[config.mk]
export PLATFORM = sky130hd
export DESIGN_NAME = lar_routing_lock
export DESIGN_NICKNAME = d
export VERILOG_FILES = /design/src/hw/lar_pkg.sv /design/src/hw/lar_elem_if.sv /design/src/hw/lar_fb_mux.sv /design/src/hw/lar_routing_lock.sv
export VERILOG_INCLUDE_DIRS = /design/src /design/src/hw
export SDC_FILE = /design/constraint.sdc
export NUM_CORES = 1
export LEC_CHECK = 0
export ABC_AREA = 1
export BUFFER_PORTS_ARGS = -buffer_cell sky130_fd_sc_hd__buf_2
export CAP_MARGIN = 10
export CELL_PAD_IN_SITES_DETAIL_PLACEMENT = 0
export CELL_PAD_IN_SITES_GLOBAL_PLACEMENT = 1
export CORE_UTILIZATION = 28
export CTS_CLUSTER_DIAMETER = 120
export DETAILED_ROUTE_END_ITERATION = 12
export PLACE_DENSITY = 0.92
export RECOVER_POWER = 25
export SYNTH_ARGS = -nofsm -noshare
export SYNTH_HDL_FRONTEND = slang
export SYNTH_SLANG_ARGS = --single-unit
[constraint.sdc]
create_clock -name REF_CLK -period 2.3 [get_ports REF_CLK]
set_clock_uncertainty 0.2 [all_clocks]
set_input_delay 0.46 -clock REF_CLK [delete_from_list [all_inputs] [get_ports REF_CLK]]
set_output_delay 0.46 -clock REF_CLK [all_outputs]
set_load 0.01 [all_outputs]
[src/hw/lar_params.svh]
// Functional notes
// irq 1 enable bit 12, source [11:8]
// irq 0 enable bit 4, source [3:0]
// first feedback mux [10:9] element map
// second feedback mux [8:7] element map
// converter trigger enable bit 4, source [3:0]
// software input register bits [15:0] writable
// element outputs readable, always up to date
// lock bit 0 written once after reset
// lock blocks config writes, software inputs stay open
// irq 0 at source bit 21, 1 at 24
// input select bit 6 picks feedback or software
// enabled outputs follow element, disabled held low
`ifndef LAR_PARAMS_SVH
`define LAR_PARAMS_SVH

// ----------------------------------------------------------------
// register byte addresses
// ----------------------------------------------------------------
`define LAR_ADDR_IRQ_ROUTE 32'hFFFF0B44
`define LAR_ADDR_CONV_TRIG 32'hFFFF0B48
`define LAR_ADDR_SW_INPUTS 32'hFFFF0B4C
`define LAR_ADDR_ELEM_OUTS 32'hFFFF0B50
`define LAR_ADDR_CFG_LOCK 32'hFFFF0B54
`define LAR_ADDR_EVT_STATUS 32'hFFFF0B58
`define LAR_ADDR_EVT_MASK 32'hFFFF0B5C

// ----------------------------------------------------------------
// field positions
// ----------------------------------------------------------------
`define LAR_IRQ1_EN_BIT 12
`define LAR_IRQ1_SRC_LO 8
`define LAR_IRQ0_EN_BIT 4
`define LAR_IRQ0_SRC_LO 0
`define LAR_TRIG_EN_BIT 4
`define LAR_TRIG_SRC_LO 0
`define LAR_LOCK_BIT 0
`define LAR_FB0_LO 9
`define LAR_FB1_LO 7
`define LAR_IN_SEL_BIT 6
`define LAR_ELEM_CTRL_W 11
`define LAR_INTC_IRQ0_BIT 21
`define LAR_INTC_IRQ1_BIT 24
`define LAR_EVT_IRQ0 0
`define LAR_EVT_IRQ1 1
`define LAR_EVT_TRIG 2
`define LAR_EVT_LOCKED_WR 3
`define LAR_EVT_W 4

// ----------------------------------------------------------------
// reset values
// ----------------------------------------------------------------
`define LAR_RST_SW_INPUTS 16'h0000
`define LAR_RST_EVT 4'h0

`endif

[src/hw/lar_pkg.sv]
package lar_pkg;
   // element index, 0 to 15
   typedef logic [3:0] lar_idx_t;
   // interrupt routing fields, reserved bits not stored
   typedef struct packed {
      logic irq1_en;
      lar_idx_t irq1_src;
      logic irq0_en;
      lar_idx_t irq0_src;
   } lar_route_t;
   // converter trigger fields
   typedef struct packed {
      logic en;
      lar_idx_t src;
   } lar_trig_t;
endpackage : lar_pkg

[src/hw/lar_elem_if.sv]
`timescale 1ns/1ps
// one element's feedback selection bundle
interface lar_elem_if;
   logic [10:0] ctrl;
   logic sw_bit;
   logic [15:0] outs;
   logic elem_in;
   logic fb1;
   modport mux (input ctrl, input sw_bit, input outs, output elem_in, output fb1);
   modport top (output ctrl, output sw_bit, output outs, input elem_in, input fb1);
endinterface : lar_elem_if

[src/hw/lar_fb_mux.sv]
`timescale 1ns/1ps
`include "lar_params.svh"
// feedback multiplexers of one element
module lar_fb_mux #(
   parameter int IDX = 0
) (
   lar_elem_if.mux eif
);
   // block base: elements 0..7 or 8..15
   localparam lar_pkg::lar_idx_t BASE = (IDX >= 8) ? 4'h8 : 4'h0;
   localparam lar_pkg::lar_idx_t SELF = 4'(IDX);

   logic [1:0] fb0_code;
   logic [1:0] fb1_code;
   lar_pkg::lar_idx_t fb0_idx;
   lar_pkg::lar_idx_t fb1_idx;

   assign fb0_code = eif.ctrl[`LAR_FB0_LO +: 2];
   assign fb1_code = eif.ctrl[`LAR_FB1_LO +: 2];

   // index pick; first mux code 0 of a block's first element wraps to the element before it
   always_comb begin
      // first mux map
      fb0_idx = BASE + {1'b0, fb0_code, 1'b0};
      if (fb0_code == 2'h0 && SELF == BASE) begin
         fb0_idx = BASE - 4'h1;
      end
      // second mux map
      fb1_idx = BASE + {1'b0, fb1_code, 1'b1};
   end

   // input select
   assign eif.elem_in = eif.ctrl[`LAR_IN_SEL_BIT] ? eif.outs[fb0_idx] : eif.sw_bit;
   assign eif.fb1 = eif.outs[fb1_idx];
endmodule : lar_fb_mux

[src/hw/lar_routing_lock.sv]
`timescale 1ns/1ps
`include "lar_params.svh"
// routing, feedback, software data and lock tail of the logic array
module lar_routing_lock #(
   parameter int N_ELEM = 16
) (
   input wire logic REF_CLK,
   input wire logic SYS_RST,
   input wire logic PSEL,
   input wire logic PENABLE,
   input wire logic PWRITE,
   input wire logic [31:0] PADDR,
   input wire logic [31:0] PWDATA,
   output logic [31:0] PRDATA,
   output logic PREADY,
   output logic PSLVERR,
   input wire logic [N_ELEM-1:0] ELEM_OUT,
   input wire logic [N_ELEM*11-1:0] ELEM_CTRL,
   output logic [N_ELEM-1:0] ELEM_IN,
   output logic [N_ELEM-1:0] ELEM_FB1,
   output logic ARRAY_IRQ0,
   output logic ARRAY_IRQ1,
   output logic ADC_TRIG,
   output logic [31:0] INTC_SRC,
   output logic CFG_LOCKED,
   output logic EVT_IRQ
);
   // ----------------------------------------------------------------
   // bus decode
   // ----------------------------------------------------------------
   logic setup_rd;
   logic acc_wr;
   logic addr_ok;

   // zero wait state slave: every access phase completes at once
   assign setup_rd = PSEL && !PENABLE && !PWRITE;
   assign acc_wr = PSEL && PENABLE && PWRITE;
   assign PREADY = PSEL && PENABLE;

   // mapped address check
   always_comb begin
      unique case (PADDR)
         `LAR_ADDR_IRQ_ROUTE, `LAR_ADDR_CONV_TRIG, `LAR_ADDR_SW_INPUTS,
         `LAR_ADDR_ELEM_OUTS, `LAR_ADDR_CFG_LOCK, `LAR_ADDR_EVT_STATUS,
         `LAR_ADDR_EVT_MASK: addr_ok = 1'b1;
         default: addr_ok = 1'b0;
      endcase
   end

   assign PSLVERR = PSEL && PENABLE && !addr_ok;

   // ----------------------------------------------------------------
   // configuration registers and lock
   // ----------------------------------------------------------------
   lar_pkg::lar_route_t route_q;
   lar_pkg::lar_route_t route_d;
   lar_pkg::lar_trig_t trig_q;
   lar_pkg::lar_trig_t trig_d;
   logic [15:0] sw_in_q;
   logic [15:0] sw_in_d;
   logic lock_q;
   logic lock_d;
   logic lock_used_q;
   logic lock_used_d;
   logic locked_wr;

   // next values of the configuration
   always_comb begin
      route_d = route_q;
      trig_d = trig_q;
      sw_in_d = sw_in_q;
      lock_d = lock_q;
      lock_used_d = lock_used_q;
      locked_wr = 1'b0;
      if (acc_wr) begin
         unique case (PADDR)
            `LAR_ADDR_IRQ_ROUTE: begin
               // routing frozen
               if (lock_q) begin
                  locked_wr = 1'b1;
               end else begin
                  // irq 1 fields
                  route_d.irq1_en = PWDATA[`LAR_IRQ1_EN_BIT];
                  route_d.irq1_src = PWDATA[`LAR_IRQ1_SRC_LO +: 4];
                  // irq 0 fields
                  route_d.irq0_en = PWDATA[`LAR_IRQ0_EN_BIT];
                  route_d.irq0_src = PWDATA[`LAR_IRQ0_SRC_LO +: 4];
               end
            end
            `LAR_ADDR_CONV_TRIG: begin
               // trigger frozen
               if (lock_q) begin
                  locked_wr = 1'b1;
               end else begin
                  // trigger fields
                  trig_d.en = PWDATA[`LAR_TRIG_EN_BIT];
                  trig_d.src = PWDATA[`LAR_TRIG_SRC_LO +: 4];
               end
            end
            // software inputs, never locked
            `LAR_ADDR_SW_INPUTS: sw_in_d = PWDATA[15:0];
            `LAR_ADDR_CFG_LOCK: begin
               // first write only
               if (lock_used_q) begin
                  locked_wr = 1'b1;
               end else begin
                  lock_d = PWDATA[`LAR_LOCK_BIT];
                  lock_used_d = 1'b1;
               end
            end
            default: begin
            end
         endcase
      end
   end

   // configuration flops
   always_ff @(posedge REF_CLK) begin
      if (SYS_RST) begin
         route_q <= '0;
         trig_q <= '0;
         sw_in_q <= `LAR_RST_SW_INPUTS;
         lock_q <= 1'b0;
         lock_used_q <= 1'b0;
      end else begin
         route_q <= route_d;
         trig_q <= trig_d;
         sw_in_q <= sw_in_d;
         lock_q <= lock_d;
         lock_used_q <= lock_used_d;
      end
   end

   assign CFG_LOCKED = lock_q;

   // ----------------------------------------------------------------
   // feedback multiplexers, one per element
   // ----------------------------------------------------------------
   logic [N_ELEM-1:0] elem_in_c;

   for (genvar g = 0; g < N_ELEM; g++) begin : g_elem
      lar_elem_if eif ();
      assign eif.ctrl = ELEM_CTRL[g*`LAR_ELEM_CTRL_W +: `LAR_ELEM_CTRL_W];
      assign eif.sw_bit = sw_in_q[g];
      assign eif.outs = ELEM_OUT;
      assign elem_in_c[g] = eif.elem_in;
      assign ELEM_FB1[g] = eif.fb1;
      lar_fb_mux #(.IDX(g)) u_mux (
         .eif(eif.mux)
      );
   end

   // ----------------------------------------------------------------
   // routed outputs, events and read data
   // ----------------------------------------------------------------
   logic irq0_q;
   logic irq0_d;
   logic irq1_q;
   logic irq1_d;
   logic trig_out_q;
   logic trig_out_d;
   logic [N_ELEM-1:0] elem_in_q;
   logic [`LAR_EVT_W-1:0] evt_q;
   logic [`LAR_EVT_W-1:0] evt_d;
   logic [`LAR_EVT_W-1:0] evt_set;
   logic [`LAR_EVT_W-1:0] mask_q;
   logic [`LAR_EVT_W-1:0] mask_d;
   logic [31:0] prdata_q;
   logic [31:0] prdata_d;

   // one register stage on each routed output; a disabled one sits low
   always_comb begin
      // gated follow
      irq0_d = route_q.irq0_en && ELEM_OUT[route_q.irq0_src];
      irq1_d = route_q.irq1_en && ELEM_OUT[route_q.irq1_src];
      // gated trigger
      trig_out_d = trig_q.en && ELEM_OUT[trig_q.src];
   end

   // events: rising edges of routed outputs and refused writes
   always_comb begin
      evt_set = '0;
      evt_set[`LAR_EVT_IRQ0] = irq0_d && !irq0_q;
      evt_set[`LAR_EVT_IRQ1] = irq1_d && !irq1_q;
      evt_set[`LAR_EVT_TRIG] = trig_out_d && !trig_out_q;
      evt_set[`LAR_EVT_LOCKED_WR] = locked_wr;
      mask_d = mask_q;
      evt_d = evt_q;
      if (acc_wr && PADDR == `LAR_ADDR_EVT_STATUS) begin
         evt_d = evt_q & ~PWDATA[`LAR_EVT_W-1:0];
      end
      if (acc_wr && PADDR == `LAR_ADDR_EVT_MASK) begin
         mask_d = PWDATA[`LAR_EVT_W-1:0];
      end
      // a new event beats a clear in the same cycle
      evt_d = evt_d | evt_set;
   end

   // read data latched in the setup cycle, shown through the access phase
   always_comb begin
      prdata_d = prdata_q;
      if (setup_rd) begin
         prdata_d = 32'h0000_0000;
         unique case (PADDR)
            `LAR_ADDR_IRQ_ROUTE: begin
               prdata_d[`LAR_IRQ1_EN_BIT] = route_q.irq1_en;
               prdata_d[`LAR_IRQ1_SRC_LO +: 4] = route_q.irq1_src;
               prdata_d[`LAR_IRQ0_EN_BIT] = route_q.irq0_en;
               prdata_d[`LAR_IRQ0_SRC_LO +: 4] = route_q.irq0_src;
            end
            `LAR_ADDR_CONV_TRIG: begin
               prdata_d[`LAR_TRIG_EN_BIT] = trig_q.en;
               prdata_d[`LAR_TRIG_SRC_LO +: 4] = trig_q.src;
            end
            `LAR_ADDR_SW_INPUTS: prdata_d[15:0] = sw_in_q;
            // live element outputs
            `LAR_ADDR_ELEM_OUTS: prdata_d[N_ELEM-1:0] = ELEM_OUT;
            `LAR_ADDR_EVT_STATUS: prdata_d[`LAR_EVT_W-1:0] = evt_q;
            `LAR_ADDR_EVT_MASK: prdata_d[`LAR_EVT_W-1:0] = mask_q;
            // lock register is write only and reads zero
            default: begin
            end
         endcase
      end
   end

   // output, event and read flops
   always_ff @(posedge REF_CLK) begin
      if (SYS_RST) begin
         irq0_q <= 1'b0;
         irq1_q <= 1'b0;
         trig_out_q <= 1'b0;
         elem_in_q <= '0;
         evt_q <= `LAR_RST_EVT;
         mask_q <= `LAR_RST_EVT;
         prdata_q <= 32'h0000_0000;
      end else begin
         irq0_q <= irq0_d;
         irq1_q <= irq1_d;
         trig_out_q <= trig_out_d;
         elem_in_q <= elem_in_c;
         evt_q <= evt_d;
         mask_q <= mask_d;
         prdata_q <= prdata_d;
      end
   end

   assign ARRAY_IRQ0 = irq0_q;
   assign ARRAY_IRQ1 = irq1_q;
   assign ADC_TRIG = trig_out_q;
   assign ELEM_IN = elem_in_q;
   assign PRDATA = prdata_q;
   assign EVT_IRQ = |(evt_q & mask_q);

   // source bits as the interrupt controller sees them
   always_comb begin
      INTC_SRC = 32'h0000_0000;
      // source bit map
      INTC_SRC[`LAR_INTC_IRQ0_BIT] = irq0_q;
      INTC_SRC[`LAR_INTC_IRQ1_BIT] = irq1_q;
   end
endmodule : lar_routing_lock

==> key figures, run 1 <==
Status
  – Outcome: completed

Die
  – Die area: 20040 um2
  – Die width: 141.6 um
  – DIE HEIGHT: 141.6 um
  – Core ar.: 18890 um2
  – # rows: 50
  – Initial Utilization: 0.2886
  – IO Count: 364

Global route
  – Vias in the first global route: 5426
  – Grt ovf: 0
  – Total GRT Usage: 0.1793
  – Global-route wire length before repair: 27.92 mm
  – Antenna violations before repair: 4
  – Largest net degree at the start of global routing: 38

Timing
  – Fmax: 460.7 MHz
  – Final setup viols: 0
  – Worst-Margin Slew: 0.6770 ns
  – Fin Hold WS: 0.1148 ns
  – Crit share post-route: 0.9437
  – Final Max Slew Viols: 0
  – RSZ-0062 raised after global routing: false
  – Final min period: 2.171 ns
  – Setup TNS: 0 ns
  – Final hold vios: 0
  – Relative slew slack: 0.5487

Synthesis
  – Syn Area/Cell: 6.499 um2
  – Top cells by area, synth: dfxtp_1 28%, a21oi_1 9.5%, buf_4 8.8%, o21ai_0 8.7%, nand2_1 8.7%
  – Register area share after synthesis: 0.2790
  – Syn Std Cell Area: 5453 um2
  – Synth top area share: 0.2790
  – Synth Register Bits: 76
  – Async set or reset register ratio after synthesis: 0
  – Number of enable flip-flop cells after synthesis: 0
  – Synth area leader: dfxtp_1
  – Synth cell types: 33
  – Synth Instances: 839
  – Commonest register cell after synthesis: dfxtp_1
  – Synth warnings: 0

Clocking
  – H-Tree Depth: 3
  – CTS max path bufs: 2
  – Clock Latency Late Sink: 0.34 ns
  – Hold_buf cts: 0
  – CTS root buf: clkbuf_16
  – Clock sink total: 76
  – TritonCTS buffer count: 9
  – CTS tree: built
  – Clk slew on worst S/H paths: 0.07 ns

Setup path
  – CP required: 1.64 ns
  – Worst setup EP type: primary output
  – WS Path Type: in2out
  – CP startpoint: PADDR[30]
  – Crit Reg-Reg Startpoint: trig_q[0]
  – Critical Path AT: 1.51 ns
  – CP max FO: 9
  – CP Launch Type: input pin

Pwr
  – Maximum VDD drop: 0.2895 mV
  – Pleak: 3.201 nW
  – Overall power: 0.003427 W
  – Power per Cell Area: 502.6 nW/um2

Final layout
  – Share of layout cells above drive strength 1: 0.2602
  – Layout overhead on the synthesized area: 25.03%
  – Commonest non-fill, non-tap cell in the layout: buf_2
  – Multi-input logic area: 3075 um2
  – Final Net Count: 1286
  – Most frequent cells in the layout: 185 x buf_2, 126 x nand2_1, 105 x inv_1
  – Fill cells: 2083
  – Fin cells: 1291
  – Register Area: 1521 um2

Routing
  – Metal-1 WL: 7.943 mm
  – Pre-antenna DRT Iters: 5
  – Met2 WL: 8.452 mm
  – DR top layer: met5
  – Via count: 6096
  – Final ANT Viol Nets: 0
  – DRC violations left: 0
  – Detailed-route wire length: 18.41 mm
  – Iteration-0 DRC Markers: 364
  – DR WL/cell: 14.26 um
  – Routed vias/inst: 4.722
  – WL met3: 1.635 mm

Placed design
  – Port bufs: 205
  – Inst Count DP: 1274
  – Placer Congestion: 0.8881
  – DP Wirelength: 14.51 mm

Worst hold path
  – Hold Crit Class: in2reg
  – Min-delay src: ELEM_CTRL[94]

Flow run
  – Max Cap Violations: 0
==> final timing paths <==
check,endpoint,slack [ns],cells after the start
max,PSLVERR,0.13,9
min,ELEM_IN[8],0.11,2
min reg2reg,evt_q[2],0.24,1
max reg2reg,evt_q[2],0.59,8
==> sequential cells by signal (all words and copies together), names as in the netlist <==
signal and count:
route_q 10, sw_in_q 16, trig_q 5, evt_q 4, PRDATA 16, lock_used_q 1, ADC_TRIG 1, ARRAY_IRQ1 1
mask_q 4, ELEM_IN 16, ARRAY_IRQ0 1, CFG_LOCKED 1
==> timing repair <==
item | 4_1_cts | 5_1_grt
buffers inserted | 0 | 0
setup endpoints to repair | 0 | 1
hold endpoints to repair | 0 | 0
resized for setup | 0 | 11
==> kinds of logic (layout without fill, tap and decap cells) <==
logic type             after synthesis  count (layout)  share of synthesized area
flip-flops                          76              76                     0.2790
other                                1              47                  0.0006877
AND/OR/NAND/NOR                    270             270                     0.2350
AO/OA/AOI/OAI                      283             283                     0.2894
buffers and inverters              209             355                     0.1960
==> area by class of cell <==
class	count	share of cell area
multi-input cells	599	0.4511
flip-flops and latches	76	0.2232
repair buffers	225	0.1694
inverters	114	0.06276
well taps	260	0.04772
clock buffers	10	0.03505
clock inverters	6	0.01046
diodes	1	0.0003670
==> through the flow <==
stage                       util  setup WS [ns]  instance area (um2)
after CTS                 0.3602        0.08551                 6805
after global routing      0.3607        0.01965                 6815
after floorplan                -         0.3427                 5622
final                     0.3609         0.1295                 6818
after detailed placement  0.3438        0.09264                 6495
after global placement    0.3438        0.07391                 6495
==> where the power goes <==
group | switching, W | internal (W)
combinational | 0.000365 | 0.000224
sequential | 0.00000872 | 0.00134
clock | 0.000608 | 0.000880
total | 0.000982 | 0.00244
==> layer usage <==
layer | vias to the layer above | GRT usage
met4 | 4 | 0.06508
met2 | 257 | 0.2966
met3 | 28 | 0.04522
met1 | 2716 | 0.2245
met5 | - | 0
li1 | 3091 | -
==> synthesized netlist by cell type (all sizes together) (6+ instances only) <==
cell type,n
o21bai,6
a32oi,8
nor2,54
o21ai,124
o22ai,6
a21oi,106
inv,111
o211ai,32
buf,74
clkbuf,21
nand2,139
dfxtp,76
nand3,69
==> critical path, stage by stage <==
cell and delay (ns):
buf_2 0.09, nand2_1 0.05, nor2_1 0.15, nand2_2 0.11, nor2_8 0.20, nand2_1 0.10
nand4_1 0.15, nor3_4 0.05, buf_2 0.14
(Power assumes the default switching activity.)
==> run 2, diff against run 1 <==
- CTS_BUF_LIST: unset -> sky130_fd_sc_hd__clkbuf_2
==> key figures, run 2 (synthesized netlist as in run 1, its figures left out) <==
Status
  – Outcome: completed

Pwr
  – Sequential share of power: 0.482 (+0.088)
  – Combinational cell fraction of total power: 0.232 (+0.060)
  – Maximum VDD drop: 0.1922 mV (-34%)
  – Power per Cell Area: 399.7 nW/um2 (-20%)
  – Pleak: 3.343 nW (+4.5%)
  – Psw: 0.0009351 W (-4.8%)
  – Sw Ratio: 0.3325 (+0.04599)
  – Clk network pwr share: 0.286 (-0.148)
  – Internal power: 0.001877 W (-23%)

Timing
  – Final setup viols: 0 (unchanged)
  – RSZ-0062 raised after global routing: true
  – Fmax: 456.0 MHz (-1.0%)
  – Final Max Slew Viols: 0 (unchanged)
  – Crit share post-route: 0.9535 (+0.009815)
  – Final hold vios: 0 (unchanged)
  – Relative slew slack: 0.4997 (-0.04898)
  – Fin Hold WS: 0.05486 ns (-0.05997 ns)
  – Final min period: 2.193 ns (+0.02257 ns)
  – Worst-Margin Slew: 0.7477 ns (+0.07071 ns)

Die
  – Die width: 141.6 um (unchanged)
  – DIE HEIGHT: 141.6 um (unchanged)
  – IO Count: 364 (unchanged)
  – Die area: 20040 um2 (unchanged)
  – Initial Utilization: 0.2886 (unchanged)
  – # rows: 50 (unchanged)
  – Core ar.: 18890 um2 (unchanged)

Final layout
  – Share of layout cells above drive strength 1: 0.2682 (+0.008030)
  – Layout overhead on the synthesized area: 29.03%
  – Most frequent cells in the layout: 205 x buf_2, 126 x nand2_1, 105 x inv_1
  – Final cell utilization of the core: 0.3724 (+0.01152)
  – Commonest non-fill, non-tap cell in the layout: buf_2
  – Final Net Count: 1326 (+3.1%)

Clocking
  – Post-CTS Setup Inserts: 0 (unchanged)
  – Clk slew on worst S/H paths: 0.24 ns (+0.17 ns)
  – CTS tree: built
  – H-Tree Depth: 3 (unchanged)
  – CTS max path bufs: 2 (unchanged)
  – Clock Latency Late Sink: 0.58 ns (+0.24 ns)
  – Clock sink total: 76 (unchanged)
  – TritonCTS buffer count: 9 (unchanged)
  – CTS root buf: clkbuf_2

Setup path
  – CP required: 1.64 ns (about the same)
  – R2R Path End: evt_q[2]
  – Reg2Reg Setup Slack: 0.54 ns (-0.05 ns)
  – Critical Path AT: 1.53 ns (+0.02 ns)
  – Critical Path Sink: EVT_IRQ
  – Worst setup EP type: primary output
  – CP max FO: 2 (-7)
  – CP startpoint: mask_q[3]
  – Crit Reg-Reg Startpoint: trig_q[0]
  – Reg2reg path depth: 8 (unchanged)
  – WS Path Type: reg2out
  – CP Launch Type: register

Routing
  – Final ANT Viol Nets: 0 (unchanged)
  – Via count: 6263 (+2.7%)
  – Iteration-0 DRC Markers: 356 (-2.2%)
  – DRC violations left: 0 (unchanged)
  – Pre-antenna DRT Iters: 5 (unchanged)
  – DR WL/cell: 14.14 um (-0.86%)
  – Routed vias/inst: 4.698 (-0.50%)
  – Detailed-route wire length: 18.84 mm (+2.4%)

Global route
  – Antenna violations before repair: 5 (+1)
  – Vias in the first global route: 5607 (+3.3%)
  – Grt ovf: 0 (unchanged)
  – Total GRT Usage: 0.1828 (+0.003549)
  – Largest net degree at the start of global routing: 38 (unchanged)
  – Global-route wire length before repair: 28.59 mm (+2.4%)

Placed design
  – DP Wirelength: 14.51 mm (unchanged)
  – Port bufs: 205 (unchanged)
  – Placer Congestion: 0.8881 (unchanged)

Flow run
  – Max Cap Violations: 0 (unchanged)

Worst hold path
  – Hold Crit Class: in2reg
==> run 2: cell count changes in the layout (fill, tap and decap cells not counted), sizes merged <==
cell         before  now
dlygate4sd3       0   40
buf             202  225
inv             112  113
clkbuf           33    9
diode             1    3
==> run 2: timing repair <==
item | CTS | global route
setup endpoints to repair | 0 | 2
resized for setup | 0 | 8
hold endpoints to repair | 55 | 0
hold buffers | 40 | 0
==> run 2: layout make-up <==
cell class,instances,area (um2)
Antenna cell,3,7.507
Clock buffer,9,45.04
Clock inverter,7,75.07
Fill cell,2070,11860
Inverter,114,427.9
Multi-Input combinational cell,599,3042
Sequential cell,76,1524
Tap cell,260,325.3
Timing Repair Buffer,265,1589
==> run 2: worst min path at each step <==
stage	start	to	depth (start not counted)
floorplan	sw_in_q[1]	sw_in_q[1]	2
global placement	ADC_TRIG	evt_q[2]	1
detailed placement	ADC_TRIG	evt_q[2]	1
CTS	ELEM_CTRL[109]	ELEM_IN[9]	6
global route	ELEM_CTRL[87]	ELEM_IN[7]	6
finish	ELEM_CTRL[87]	ELEM_IN[7]	6
==> run 2: per-layer routing <==
| layer | global-route usage | wire (um) | vias up |
|---|---|---|---|
| met1 | 0.2276 | 8156 | 2787 |
| met3 | 0.04387 | 1584 | 34 |
| met4 | 0.07357 | 480 | 4 |
| met2 | 0.3026 | 8599 | 271 |
| met5 | 0 | 24 | - |
| li1 | - | - | 3167 |
==> run 2: worst max-delay path, stage by stage, from the launching register on <==
cell,delay [ns]
dfxtp_2,0.38
inv_1,0.05
o22ai_1,0.16
a21oi_1,0.06
o21ai_1,0.13
buf_2,0.17
==> run 2: power by group through the flow <==
stage          logic [W]  registers, W  clock network [W]
3_5_place_dp    0.000592       0.00138                  0
5_1_grt         0.000723       0.00136           0.000891
2_1_floorplan   0.000377       0.00139                  0
6_report        0.000653       0.00135           0.000805
4_1_cts         0.000649       0.00135           0.000841
3_3_place_gp    0.000584       0.00138                  0
==> run 2: metrics by stage <==
| stage | instance area [um2] | setup TNS, ns | total power [W] | cells | setup WS (ns) |
|---|---|---|---|---|---|
| floorplan | 5622 | 0 | 0.001768 | 884 | 0.3427 |
| global placement | 6495 | 0 | 0.001962 | 1274 | 0.07391 |
| detailed placement | 6495 | 0 | 0.001971 | 1274 | 0.09264 |
| CTS | 7015 | 0 | 0.002845 | 1330 | 0.04021 |
| global route | 7033 | -0.003740 | 0.002973 | 1332 | -0.003740 |
| finish | 7036 | 0 | 0.002812 | 1333 | 0.1069 |
